**src/design/smb_pkg.sv**
```systemverilog
// Constants, carriers and state codes of the bus transfer sequencer.
// Assumes a 25 MHz system clock and a 32-bit classic Wishbone master.
package smb_pkg;

  // Register byte addresses
  localparam logic [7:0] ADDR_CTRL = 8'h00;
  localparam logic [7:0] ADDR_DATA = 8'h04;
  localparam logic [7:0] ADDR_OWN  = 8'h08;
  localparam logic [7:0] ADDR_MASK = 8'h0c;
  localparam logic [7:0] ADDR_CFG  = 8'h10;

  // Control register fields
  localparam int CTL_IRQ    = 0;
  localparam int CTL_ACK    = 1;
  localparam int CTL_LOST   = 2;
  localparam int CTL_ACKREQ = 3;
  localparam int CTL_STOP   = 4;
  localparam int CTL_START  = 5;
  localparam int CTL_TX     = 6;
  localparam int CTL_MASTER = 7;

  // Configuration register fields
  localparam int CFG_EN      = 0;
  localparam int CFG_INHIBIT = 1;

  // Reset values
  localparam logic [7:0] OWN_RST  = 8'h00;
  localparam logic [7:0] MASK_RST = 8'hfe;
  localparam logic [7:0] DATA_RST = 8'h00;
  localparam logic [1:0] CFG_RST  = 2'h0;

  localparam logic [6:0] GENCALL_ADDR = 7'h00;

  // Bit counter marks
  localparam logic [3:0] BIT_ZERO = 4'h0;
  localparam logic [3:0] BIT_ONE  = 4'h1;
  localparam logic [3:0] LAST_BIT = 4'h7;
  localparam logic [3:0] ACK_BIT  = 4'h8;

  // Serial clock timing
  localparam int CLK_NS       = 40;
  localparam int SCL_HALF_NS  = 5000;
  localparam int SCL_HALF_CYC = (SCL_HALF_NS + CLK_NS - 1) / CLK_NS;
  localparam int TIMER_W      = 8;

  typedef struct packed {
    logic scl;
    logic sda;
  } smb_pins_type;

  typedef enum logic [4:0] {
    ST_IDLE  = 5'b00001,
    ST_START = 5'b00010,
    ST_XFER  = 5'b00100,
    ST_HOLD  = 5'b01000,
    ST_STOP  = 5'b10000
  } smb_state_type;

endpackage

```
**src/design/smb_sequencer.sv**
```systemverilog
// Transfer mode sequencer of a two-wire bus controller, master and slave.
// Assumes open-drain pins resolved outside and a classic Wishbone master.
// Contract
// - Always exactly one of four modes
// - Master from own START until lost/STOP
// - Interrupt at end of every byte
// - Receive: interrupt before ack unless hw ack
// - Transmit: interrupt always after ack cycle
// - Write: START, address with write bit, data
// - Stop request ends master transfer with STOP
// - No data write after tx irq: receiver
// - Read: address with read bit, clock in data
// - No hw ack: set ack request, interrupt
// - Hw ack: drive preset ack, then interrupt
// - Ack bit one acks, zero nacks
// - Data write as master receiver: transmitter
// - Not inhibited: START plus address enters slave
// - No hw ack: address interrupt, software acks
// - Hw ack: ack matching address, then interrupt
// - Nacked address: no slave events until START
// - Slave receiver ends on STOP, write: transmitter
// - Slave transmitter: STOP ends, no write: receiver
// - Top four control bits form status
// - Shift msb first, data holds last byte
// - Compare only address bits with mask set
// - Hw ack enable selects automatic recognition
// - General call accepted only when enabled
//
// Implementation choices: the placing of the registers and the Wishbone register port.
module smb_sequencer
  import smb_pkg::*;
#(
  parameter logic [TIMER_W-1:0] HALF_CYC = TIMER_W'(SCL_HALF_CYC)
)
(
  input  wire logic          mclk,
  input  wire logic          rst,
  input  wire logic          wb_cyc_i,
  input  wire logic          wb_stb_i,
  input  wire logic          wb_we_i,
  input  wire logic [7:0]    wb_adr_i,
  input  wire logic [3:0]    wb_sel_i,
  input  wire logic [31:0]   wb_dat_i,
  output logic      [31:0]   wb_dat_o,
  output logic               wb_ack_o,
  input  wire smb_pins_type  pin_in,
  output smb_pins_type       pin_out,
  output smb_pins_type       pin_oe
);

  smb_state_type       state, next_state;
  logic                master, next_master;
  logic                tx, next_tx;
  logic                start_request_bit, next_start;
  logic                stop_request, next_stop;
  logic                ackb, next_ackb;
  logic                lost, next_lost;
  logic                ack_request_flag, next_ackreq;
  logic [3:0]          bit_cnt, next_bit_cnt;
  logic                scl_low, next_scl_low;
  logic                sda_low, next_sda_low;
  logic                early, next_early;
  logic                addr_phase, next_addr_phase;
  logic                wrote, next_wrote;
  logic                irq_flag, raise_irq, tload;
  logic [7:0]          serial_data_reg, own_address_reg, address_mask_reg;
  logic [1:0]          cfg;
  logic [TIMER_W-1:0]  timer;
  logic                busy, scl_q, sda_q;
  smb_pins_type        lines;

  smb_sync #(.WIDTH(2)) u_sync
  (
    .mclk     (mclk),
    .rst      (rst),
    .async_in (pin_in),
    .sync_out (lines)
  );

  // Bus line decoding
  wire scl_s     = lines.scl;
  wire sda_s     = lines.sda;
  wire scl_rise  = scl_s & ~scl_q;
  wire scl_fall  = ~scl_s & scl_q;
  wire start_det = scl_s & scl_q & sda_q & ~sda_s;
  wire stop_det  = scl_s & scl_q & ~sda_q & sda_s;
  wire tdone     = (timer == '0);

  // Register bus decoding
  wire        wb_hit  = wb_cyc_i & wb_stb_i;
  wire        wr_en   = wb_hit & wb_we_i & wb_ack_o & wb_sel_i[0];
  wire        wr_ctrl = wr_en & (wb_adr_i == ADDR_CTRL);
  wire        wr_data = wr_en & (wb_adr_i == ADDR_DATA);
  wire        wr_own  = wr_en & (wb_adr_i == ADDR_OWN);
  wire        wr_mask = wr_en & (wb_adr_i == ADDR_MASK);
  wire        wr_cfg  = wr_en & (wb_adr_i == ADDR_CFG);
  wire [7:0]  wdat    = wb_dat_i[7:0];

  wire       hw_ack_enable       = address_mask_reg[0];
  wire       general_call_enable = own_address_reg[0];
  wire [6:0] slave_address_bits  = own_address_reg[7:1];
  wire [6:0] address_mask_bits   = address_mask_reg[7:1];
  wire       enable              = cfg[CFG_EN];
  wire       slave_inhibit_bit   = cfg[CFG_INHIBIT];

  // Status vector in the upper four bits
  wire [7:0] ctrl_rd = {master, tx, start_request_bit, stop_request,
                        ack_request_flag, lost, ackb, irq_flag};
  wire [7:0] rd_byte = (wb_adr_i == ADDR_CTRL) ? ctrl_rd :
                       (wb_adr_i == ADDR_DATA) ? serial_data_reg :
                       (wb_adr_i == ADDR_OWN)  ? own_address_reg :
                       (wb_adr_i == ADDR_MASK) ? address_mask_reg :
                       (wb_adr_i == ADDR_CFG)  ? {6'h00, cfg} : 8'h00;

  // Masked own address and general call match
  wire addr_match = (((serial_data_reg[7:1] ^ slave_address_bits) & address_mask_bits) == '0)
                  | (general_call_enable & (serial_data_reg[7:1] == GENCALL_ADDR));
  wire shift_en   = (state == ST_XFER) & scl_rise & (bit_cnt != ACK_BIT);
  wire tx_lose    = master & tx & ~sda_low & ~sda_s & (bit_cnt != ACK_BIT);
  wire ign_addr   = addr_phase & ~master & ~sda_low;

  assign pin_out    = '0;
  assign pin_oe.scl = scl_low;
  assign pin_oe.sda = sda_low;

  always_comb
  begin
    next_state      = state;
    next_master     = master;
    next_tx         = tx;
    next_start      = start_request_bit;
    next_stop       = stop_request;
    next_ackb       = ackb;
    next_lost       = lost;
    next_ackreq     = ack_request_flag;
    next_bit_cnt    = bit_cnt;
    next_scl_low    = scl_low;
    next_sda_low    = sda_low;
    next_early      = early;
    next_addr_phase = addr_phase;
    next_wrote      = wrote;
    tload           = 1'b0;
    raise_irq       = 1'b0;
    if (wr_ctrl)
    begin
      next_start = wdat[CTL_START];
      next_stop  = wdat[CTL_STOP];
      next_ackb  = wdat[CTL_ACK];
      next_lost  = lost & wdat[CTL_LOST];
    end
    if (wr_data & irq_flag)
      next_wrote = 1'b1;
    unique case (state)
      ST_IDLE:
      begin
        tload        = 1'b1;
        next_scl_low = 1'b0;
        next_sda_low = 1'b0;
        if (start_request_bit & enable & ~busy)
          next_state = ST_START;
      end
      ST_START:
      begin
        if (scl_low)
        begin
          if (tdone)
          begin
            next_scl_low = 1'b0;
            tload        = 1'b1;
          end
        end
        else if (~sda_low)
        begin
          if (tdone & scl_s & sda_s)
          begin
            next_sda_low = 1'b1;
            tload        = 1'b1;
          end
        end
        else if (tdone)
        begin
          // Own START makes us master transmitter
          next_scl_low = 1'b1;
          next_master  = 1'b1;
          next_tx      = 1'b1;
          next_lost    = 1'b0;
          next_bit_cnt = BIT_ZERO;
          raise_irq    = 1'b1;
          next_state   = ST_HOLD;
        end
      end
      ST_STOP:
      begin
        if (scl_low)
        begin
          if (tdone)
          begin
            next_scl_low = 1'b0;
            tload        = 1'b1;
          end
        end
        else if (tdone & scl_s)
        begin
          next_sda_low = 1'b0;
          next_master  = 1'b0;
          next_stop    = 1'b0;
          next_state   = ST_IDLE;
        end
      end
      ST_HOLD:
      begin
        tload        = 1'b1;
        next_scl_low = 1'b1;
        if (~irq_flag)
        begin
          next_wrote   = 1'b0;
          next_ackreq  = 1'b0;
          next_tx      = wrote;
          next_scl_low = master;
          if (master & (bit_cnt != ACK_BIT) & stop_request)
          begin
            next_state   = ST_STOP;
            next_sda_low = 1'b1;
          end
          else if (master & (bit_cnt != ACK_BIT) & start_request_bit)
          begin
            next_state   = ST_START;
            next_sda_low = 1'b0;
          end
          else
          begin
            next_state   = ST_XFER;
            // Software ack drives the held ack slot
            next_sda_low = (bit_cnt == ACK_BIT) ? ackb : (wrote & ~serial_data_reg[7]);
          end
        end
      end
      ST_XFER:
      begin
        // Own clock, stretched by a slow slave
        if (master)
        begin
          if (~scl_low & ~scl_s)
            tload = 1'b1;
          else if (tdone)
          begin
            tload        = 1'b1;
            next_scl_low = ~scl_low;
          end
        end
        if (scl_rise)
        begin
          if (tx_lose)
          begin
            next_master  = 1'b0;
            next_tx      = 1'b0;
            next_lost    = 1'b1;
            next_scl_low = 1'b0;
            next_sda_low = 1'b0;
          end
          else if ((bit_cnt == ACK_BIT) & tx)
            next_ackb = ~sda_s;
        end
        if (scl_fall)
        begin
          if (bit_cnt == ACK_BIT)
          begin
            next_bit_cnt    = BIT_ZERO;
            next_addr_phase = 1'b0;
            next_early      = 1'b0;
            next_sda_low    = early & tx & ~serial_data_reg[7];
            if (ign_addr)
              next_state = ST_IDLE;
            else if (~early)
            begin
              raise_irq  = 1'b1;
              next_state = ST_HOLD;
            end
            else if (master & stop_request)
            begin
              next_state   = ST_STOP;
              next_sda_low = 1'b1;
            end
            else if (master & start_request_bit)
            begin
              next_state   = ST_START;
              next_sda_low = 1'b0;
            end
          end
          else
          begin
            next_bit_cnt = bit_cnt + BIT_ONE;
            if (bit_cnt != LAST_BIT)
              next_sda_low = tx & ~serial_data_reg[7];
            else if (tx)
              next_sda_low = 1'b0;
            else if (~hw_ack_enable)
            begin
              raise_irq    = 1'b1;
              next_ackreq  = 1'b1;
              next_early   = 1'b1;
              next_sda_low = 1'b0;
              next_state   = ST_HOLD;
            end
            else
              next_sda_low = (addr_phase & ~master) ? addr_match : ackb;
          end
        end
      end
    endcase
    if (stop_det & (state != ST_START))
    begin
      next_state      = ST_IDLE;
      next_master     = 1'b0;
      next_tx         = 1'b0;
      next_addr_phase = 1'b0;
      next_early      = 1'b0;
      next_scl_low    = 1'b0;
      next_sda_low    = 1'b0;
    end
    if (start_det & ~master & (state != ST_START) & enable & ~slave_inhibit_bit)
    begin
      next_state      = ST_XFER;
      next_tx         = 1'b0;
      next_bit_cnt    = BIT_ZERO;
      next_addr_phase = 1'b1;
      next_early      = 1'b0;
      next_scl_low    = 1'b0;
      next_sda_low    = 1'b0;
    end
    if (~enable)
    begin
      next_state   = ST_IDLE;
      next_master  = 1'b0;
      next_scl_low = 1'b0;
      next_sda_low = 1'b0;
    end
  end

  // Mode is the pair master and tx
  always_ff @(posedge mclk)
  begin
    if (rst)
    begin
      state             <= ST_IDLE;
      master            <= 1'b0;
      tx                <= 1'b0;
      start_request_bit <= 1'b0;
      stop_request      <= 1'b0;
      ackb              <= 1'b0;
      lost              <= 1'b0;
      ack_request_flag  <= 1'b0;
      bit_cnt           <= BIT_ZERO;
      scl_low           <= 1'b0;
      sda_low           <= 1'b0;
      early             <= 1'b0;
      addr_phase        <= 1'b0;
      wrote             <= 1'b0;
    end
    else
    begin
      state             <= next_state;
      master            <= next_master;
      tx                <= next_tx;
      start_request_bit <= next_start;
      stop_request      <= next_stop;
      ackb              <= next_ackb;
      lost              <= next_lost;
      ack_request_flag  <= next_ackreq;
      bit_cnt           <= next_bit_cnt;
      scl_low           <= next_scl_low;
      sda_low           <= next_sda_low;
      early             <= next_early;
      addr_phase        <= next_addr_phase;
      wrote             <= next_wrote;
    end
  end

  // Interrupt flag: hardware set wins over software clear
  always_ff @(posedge mclk)
  begin
    if (rst)
      irq_flag <= 1'b0;
    else
      irq_flag <= raise_irq | (irq_flag & ~(wr_ctrl & ~wdat[CTL_IRQ]));
  end

  // Data shifts msb first and keeps the last byte seen
  always_ff @(posedge mclk)
  begin
    if (rst)
      serial_data_reg <= DATA_RST;
    else if (wr_data)
      serial_data_reg <= wdat;
    else if (shift_en)
      serial_data_reg <= {serial_data_reg[6:0], sda_s};
  end

  always_ff @(posedge mclk)
  begin
    if (rst)
    begin
      own_address_reg  <= OWN_RST;
      address_mask_reg <= MASK_RST;
      cfg              <= CFG_RST;
    end
    else
    begin
      if (wr_own)
        own_address_reg <= wdat;
      if (wr_mask)
        address_mask_reg <= wdat;
      if (wr_cfg)
        cfg <= wdat[1:0];
    end
  end

  always_ff @(posedge mclk)
  begin
    if (rst)
    begin
      scl_q <= 1'b1;
      sda_q <= 1'b1;
      busy  <= 1'b0;
      timer <= HALF_CYC;
    end
    else
    begin
      scl_q <= scl_s;
      sda_q <= sda_s;
      busy  <= start_det | (busy & ~stop_det);
      timer <= tload ? HALF_CYC : (tdone ? timer : timer - 1'b1);
    end
  end

  always_ff @(posedge mclk)
  begin
    if (rst)
    begin
      wb_ack_o <= 1'b0;
      wb_dat_o <= '0;
    end
    else
    begin
      wb_ack_o <= wb_hit & ~wb_ack_o;
      if (wb_hit & ~wb_ack_o)
        wb_dat_o <= {24'h000000, rd_byte};
    end
  end
endmodule

```
**src/design/smb_sync.sv**
```systemverilog
// Two-flop synchroniser for the bus pin levels.
// Assumes inputs asynchronous to mclk; rst synchronous, active high.
module smb_sync
#(
  parameter int WIDTH = 2
)
(
  input  wire logic             mclk,
  input  wire logic             rst,
  input  wire logic [WIDTH-1:0] async_in,
  output logic      [WIDTH-1:0] sync_out
);

  logic [WIDTH-1:0] meta;

  for (genvar i = 0; i < WIDTH; i++)
  begin : g_bit
    always_ff @(posedge mclk)
    begin
      if (rst)
      begin
        meta[i]     <= 1'b1;
        sync_out[i] <= 1'b1;
      end
      else
      begin
        meta[i]     <= async_in[i];
        sync_out[i] <= meta[i];
      end
    end
  end

endmodule

```
**config.mk**
```make
export PLATFORM = sky130hd
export DESIGN_NAME = smb_sequencer
export DESIGN_NICKNAME = d
export VERILOG_FILES = /design/src/design/smb_pkg.sv /design/src/design/smb_sequencer.sv /design/src/design/smb_sync.sv
export SDC_FILE = /design/constraint.sdc
export NUM_CORES = 1
export LEC_CHECK = 0
export BUFFER_PORTS_ARGS = -buffer_cell sky130_fd_sc_hd__buf_2
export CORE_UTILIZATION = 25
export DETAILED_ROUTE_END_ITERATION = 16
export PLACE_DENSITY = 0.53
export SYNTH_ARGS = -nofsm -noshare
export SYNTH_HDL_FRONTEND = slang
export SYNTH_SLANG_ARGS = --single-unit
```
**constraint.sdc**
```tcl
create_clock -name mclk -period 2.3 [get_ports mclk]
set_input_delay 0.115 -clock mclk [delete_from_list [all_inputs] [get_ports mclk]]
set_output_delay 0.115 -clock mclk [all_outputs]
set_load 0.005 [all_outputs]
```
# ---- Word-level counts from Yosys, hierarchy flattened
# Index checks and enable logic that the tools add are counted.
dict set report classes {
  add_sub_neg 2
  eq_ne 48
  n_mux 121
  bitwise 71
  n_reduce_logical 28
}
# operator count
set op_table {}
lappend op_table {{$mux 5} 17}
lappend op_table {{$mux 1} 79}
lappend op_table {{$and 1x1->1} 51}
lappend op_table {{$mux 8} 6}
lappend op_table {{$ne 4x4->1 const B} 8}
lappend op_table {{$ne 2x2->1 const B} 15}
lappend op_table {{$pmux 5 s5} 1}
lappend op_table {{$reduce_and 12->1} 2}
lappend op_table {{$mux 4} 5}
lappend op_table {{$eq 8x4->1 const B} 2}
lappend op_table {{$logic_not 8->1} 2}
lappend op_table {{$ne 5x2->1 const B} 3}
lappend op_table {{$not 1->1} 15}
lappend op_table {{$reduce_bool 3->1} 5}
lappend op_table {{$logic_not 7->1} 2}
lappend op_table {{$reduce_and 7->1} 2}
lappend op_table {{$pmux 1 s5} 2}
lappend op_table {{$reduce_and 5->1} 2}
lappend op_table {{$mux 3} 3}
lappend op_table {{$ne 3x3->1 const B} 3}
lappend op_table {{$eq 8x3->1 const B} 1}
lappend op_table {{$eq 8x5->1 const B} 1}
lappend op_table {{$ne 8x4->1 const B} 1}
lappend op_table {{$pmux 4 s2} 1}
lappend op_table {{other kinds (28)} 41}
dict set report totals {
  ff_bits 72
  inputBits 51
  out_inout_bits 37
  wordCells 300
}

# ---- Longest topological paths before layout
dict set report depth {
  word_depth 11
  depth_mapped 10
  mapped_depth_nobuf 10
}

# ---- Modules after synthesis
# Synthesis repeated with hierarchy kept, for this count alone.
dict set report unflattened {
  cells_unflattened 510
  area_unflattened_um2 4222.8
}
# module n_inst cells_each area_each_um2
set by_module_without_submodules {}
lappend by_module_without_submodules {smb_sequencer 1 502 4117.7}
lappend by_module_without_submodules {smb_sync 1 8 105.1}

# ---- Worst setup path before layout
# OpenSTA, ideal clock, no wires.
dict set report synth_path {
  path_type {register to register}
  startpoint {reg timer[2]}
  endpoint {reg timer[7]}
  arrival_time_ns 1.918
  t_required_ns 2.185
  path_slack_ns 0.266
  path_stages_with_launch 8
  path_buffers 0
  synth_period_minus_slack_ns 2.034
  path_cell_list {dfxtp_1 > or4_4 > nor3_4 > ha_1 > nor2_1 > a31oi_1 > a31oi_1 > nor2b_1}
}
dict set report synth_via {
  elab_chain_cells 8
  word_cells_on_any_way 13
  cone_classes {add/sub: 1; mux: 8; bitwise: 2; reduce/logical: 2}
}
# element line_no
set synth_rtl {}
lappend synth_rtl {{start, declared} smb_sequencer.sv:68} ;# logic [TIMER_W-1:0] timer;
lappend synth_rtl {{start signal, assigned} smb_sequencer.sv:432} ;# timer <= tload ? HALF_CYC : (tdone ? timer : timer - 1'b1);
lappend synth_rtl {{$logic_not 8->1} smb_sequencer.sv:87} ;# wire tdone = (timer == '0);
lappend synth_rtl {{$and 1x1->1 (2 in a row)} smb_sequencer.sv:174} ;# if (tdone & scl_s & sda_s)
lappend synth_rtl {{$mux 1} smb_sequencer.sv:174}
lappend synth_rtl {{$mux 1} smb_sequencer.sv:172} ;# else if (~sda_low)
lappend synth_rtl {{$mux 1} smb_sequencer.sv:164} ;# if (scl_low)
lappend synth_rtl {{$pmux 1 s4} smb_sequencer.sv:153} ;# unique case (state)
lappend synth_rtl {{$reduce_or 2->1 (no source line)} n/a}
# Parallel ways exist; a longest one is shown, timed or not.
# A chain may end at the register's enable or synchronous reset.

# ---- Worst setup path in the final report
dict set report layout_path {
  startpoint {reg state[0]}
  endpoint {reg tx}
}
dict set report layout_via {
  elab_chain_cells 5
  word_cells_on_any_way 18
  cone_classes {eq/ne: 10; mux: 1; bitwise: 4; reduce/logical: 3}
}
# element line_no
set layout_rtl {}
lappend layout_rtl {{start, declared} smb_sequencer.sv:51} ;# smb_state_type state, next_state;
lappend layout_rtl {{start signal, assigned} smb_sequencer.sv:362} ;# state <= next_state;
lappend layout_rtl {{$ne 5x2->1} {smb_sequencer.sv:311, smb_sequencer.sv:321}}
lappend layout_rtl {{$and 1x1->1 (3 in a row)} smb_sequencer.sv:321} ;# if (start_det & ~master & (state != ST_START) & enable & ~slave_inhibit_bit)
lappend layout_rtl {{$reduce_or 3->1 (no source line)} n/a}
lappend layout_rtl {{end signal, assigned} smb_sequencer.sv:364} ;# tx <= next_tx;
lappend layout_rtl {{end, declared} smb_sequencer.sv:53} ;# logic tx, next_tx;
# Parallel ways exist; a longest one is shown, timed or not.

==> summary.txt <==
H-tree Lvls: 3
Fillers: 1725
Final slew viol count: 0
# Post-CTS Setup Buffers: 0
Clock skew: 0.00793 ns
Core area: 0.0161 mm²
GRT Util Overall: 0.140
Chip width: 131 µm
Sink Count: 72
CP Launch Type: flip-flop
Headroom to the max-slew limit: 0.618
Area contributors post-synth: dfxtp_1 (35%), nor2_1 (5.3%), buf_4 (5.0%)
Max Clock Freq: 0.455 GHz
Ant diodes: 0
Crit path required time: 2.57 ns
Setup CP Type: reg2reg
Netlist Area Pre-Place: 0.00418 mm²
Worst VDD drop: 346 µV
Prevailing post-synth register cell: dfxtp_1
Cell count after placement: 761
Hold Path Class: in2reg
IO buf count: 34
# IOs: 88
DRT Wirelength: 11700 µm
Dpl ws: -0.0510 ns
Initial Util: 0.259
Global route overflow: 0
Synth Warn #: 0
Sequential fraction of the synthesis area: 0.345
Final Hold Viols: 0
Die ar.: 0.0172 mm²
Worst path slowest cell: or3_1
Synth area leader: dfxtp_1
Crit-path max cell delay: 0.51 ns
Cell Pwr Density: 572 mW/mm²
Crit. Startpoint: state[0]$_SDFFE_PP1P_
# nets final: 618
Reg2reg start: state[0]$_SDFFE_PP1P_
Clock buffer depth: 2
Final worst slack: 0.102 ns
Util after Layout: 0.306
DIE HEIGHT: 131 µm
Post-Syn Instances: 512
Worst Tran Pin Value: 0.567 ns
Wire length per cell: 15.1 µm
Gr busiest metal: met2
CP dominant cell by count: or2_2
Critical path arrival: 2.47 ns
R2R Setup Slk: 0.10 ns
Min cycle time layout: 2.20 ns
Layout cells sized above 1: 0.188
Total CTS buffers: 9
GR met2 Demand/Resource: 0.211
Leak: 0.00189 µW
Ys async rst share: 0
Hold Path Depth: 3
Endpoint class of the critical path: flip-flop
Area Overhead vs Synth: 18.3%
DR DRC count: 0
Cells along the critical path: or2_2 -> or3_1 -> and3_4 -> or2_2 -> nand2b_1 -> a21oi_1
RSZ-0062 raised after global routing: no
Global-route wire length before repair: 19000 µm
Setup TNS Final: 0 ns
Reg2Reg Depth: 6
Clock-pin slew on the worst setup and hold paths: 0.06 ns
Initial antenna violation count: 0
Hold Slack: 0.0396 ns
DP HPWL: 8770 µm
Vias per cell: 4.92
Synth unique cells: 66
Rows: 46
Max-capacitance violation count: 0
Avg Cell Area, Syn: 8.15 µm²
GR met3 Demand/Resource: 0.0216
Starting DRC count in detailed routing: 290
Root Buffer: clkbuf_16
Reg2Reg Capture Point: tx$_SDFFE_PP0P_
CTS tree: built
Final period utilization: 0.956
Max FO, Critical Path: 8
FF+latch count, synth: 72
Status: finished, final reports clean
Non-Filler Instances: 779
Pin count of the biggest net entering global routing: 52
Vias: 3835
Hold Path Origin: wb_dat_i[4]
1st-pass router iterations: 5
Vias in the first global route: 3562
Share of the synthesized area in the top cell type: 0.345
Post-synth EDFFs: 0
M1 GR Usage: 0.193
Final setup fails: 0
Clk_lat worst skew: 0.34 ns
Hold endpoint: own_address_reg[4]$_SDFFE_PP0P_
GP Congestion: 0.855
Routed Antenna Nets: 0
==> per-stage QoR <==
| step | power [µW] | cell area [µm²] |
|---|---|---|
| final | 2820 | 4940 |
| after global routing | 2920 | 4940 |
| after CTS | 2850 | 4910 |
| after detailed placement | 1410 | 4580 |
| after global placement | 1410 | 4580 |
| after floorplan | 1390 | 4270 |
==> critical path, delay by kind of cell (launching register included) <==
family / cells / cell delay [ns]
AO/OA/AOI/OAI: 1 / 0.15
flip-flops: 1 / 0.37
AND/OR/NAND/NOR: 5 / 1.62
==> synth_stat cells (all sizes together), types with 5 or more instances <==
cell	count
nand2	54
clkbuf	19
nor4	7
inv	23
a211o	9
ha	9
nor2b	6
nor3	12
xor2	9
nand3	28
dfxtp	72
a311oi	8
a21oi	33
mux4	6
nor2	61
nand2b	6
o211ai	5
a22oi	5
and3	9
o21ai	19
mux2i	11
or4	5
or2	9
buf	31
==> metal layers <==
layer	vias to the layer above	part of all wire
li1	1874	-
met1	1818	0.47
met2	126	0.45
met3	17	0.053
met4	0	0.020
met5	-	0
==> cell usage in the layout (no fill, tap or decap), drive strengths merged, types with 11 or more instances in the layout <==
cell type and n:
conb 26, nand3 28, nand2 54, nor2 61, buf 58, inv 25, dfxtp 72, o21ai 19
a21oi 33, nor3 12, mux2i 11
==> layout make-up <==
class	count	area [µm²]	share of cell area
multi-input combinational	392	2460	0.499
tap	216	270	0.0547
sequential	72	1440	0.292
timing repair buffer	60	370	0.0750
clock inverter	7	78.8	0.0160
inverter	23	86.3	0.0175
clock buffer	9	225	0.0456
==> report_power, final <==
part / switching (µW) / leakage (µW) / internal (µW)
registers: 5.45 / 0.000582 / 1250
logic: 79.6 / 0.00117 / 46.4
clock network: 588 / 0.000144 / 851
==> how the worst max path moves through the flow <==
| stage | endpoint | slack, ns | depth (start not counted) |
|---|---|---|---|
| 3_5_place_dp | timer[2]$_SDFFE_PP1P_ | -0.05 | 9 |
| 3_3_place_gp | tx$_SDFFE_PP0P_ | 0.08 | 5 |
| 6_report | tx$_SDFFE_PP0P_ | 0.10 | 6 |
| 4_1_cts | tx$_SDFFE_PP0P_ | 0.07 | 5 |
| 2_1_floorplan | timer[7]$_SDFFE_PP0P_ | 0.27 | 7 |
| 5_1_grt | state[4]$_SDFFE_PP0P_ | 0.02 | 7 |
==> logic make-up (layout without fill, tap and decap cells) <==
family                   Yosys count  in the layout  synth area share
AND/OR/NAND/NOR                  215            215             0.260
adder cells (fa/ha/maj)            9              9            0.0270
buffers and inverters             73             99            0.0944
XOR/XNOR                          13             13            0.0273
other                              1             26          0.000898
AO/OA/AOI/OAI                    112            112             0.186
multiplexers                      17             17            0.0587
flip-flops                        72             72             0.345
==> repair_timing <==
action / in CTS / in global routing
setup endpoints to repair: 2 / 7
hold buffers: 2 / 0
pin swaps: 0 / 1
hold endpoints to repair: 2 / 0
gates resized for setup: 1 / 5
Power figures use the tool's default switching activity.
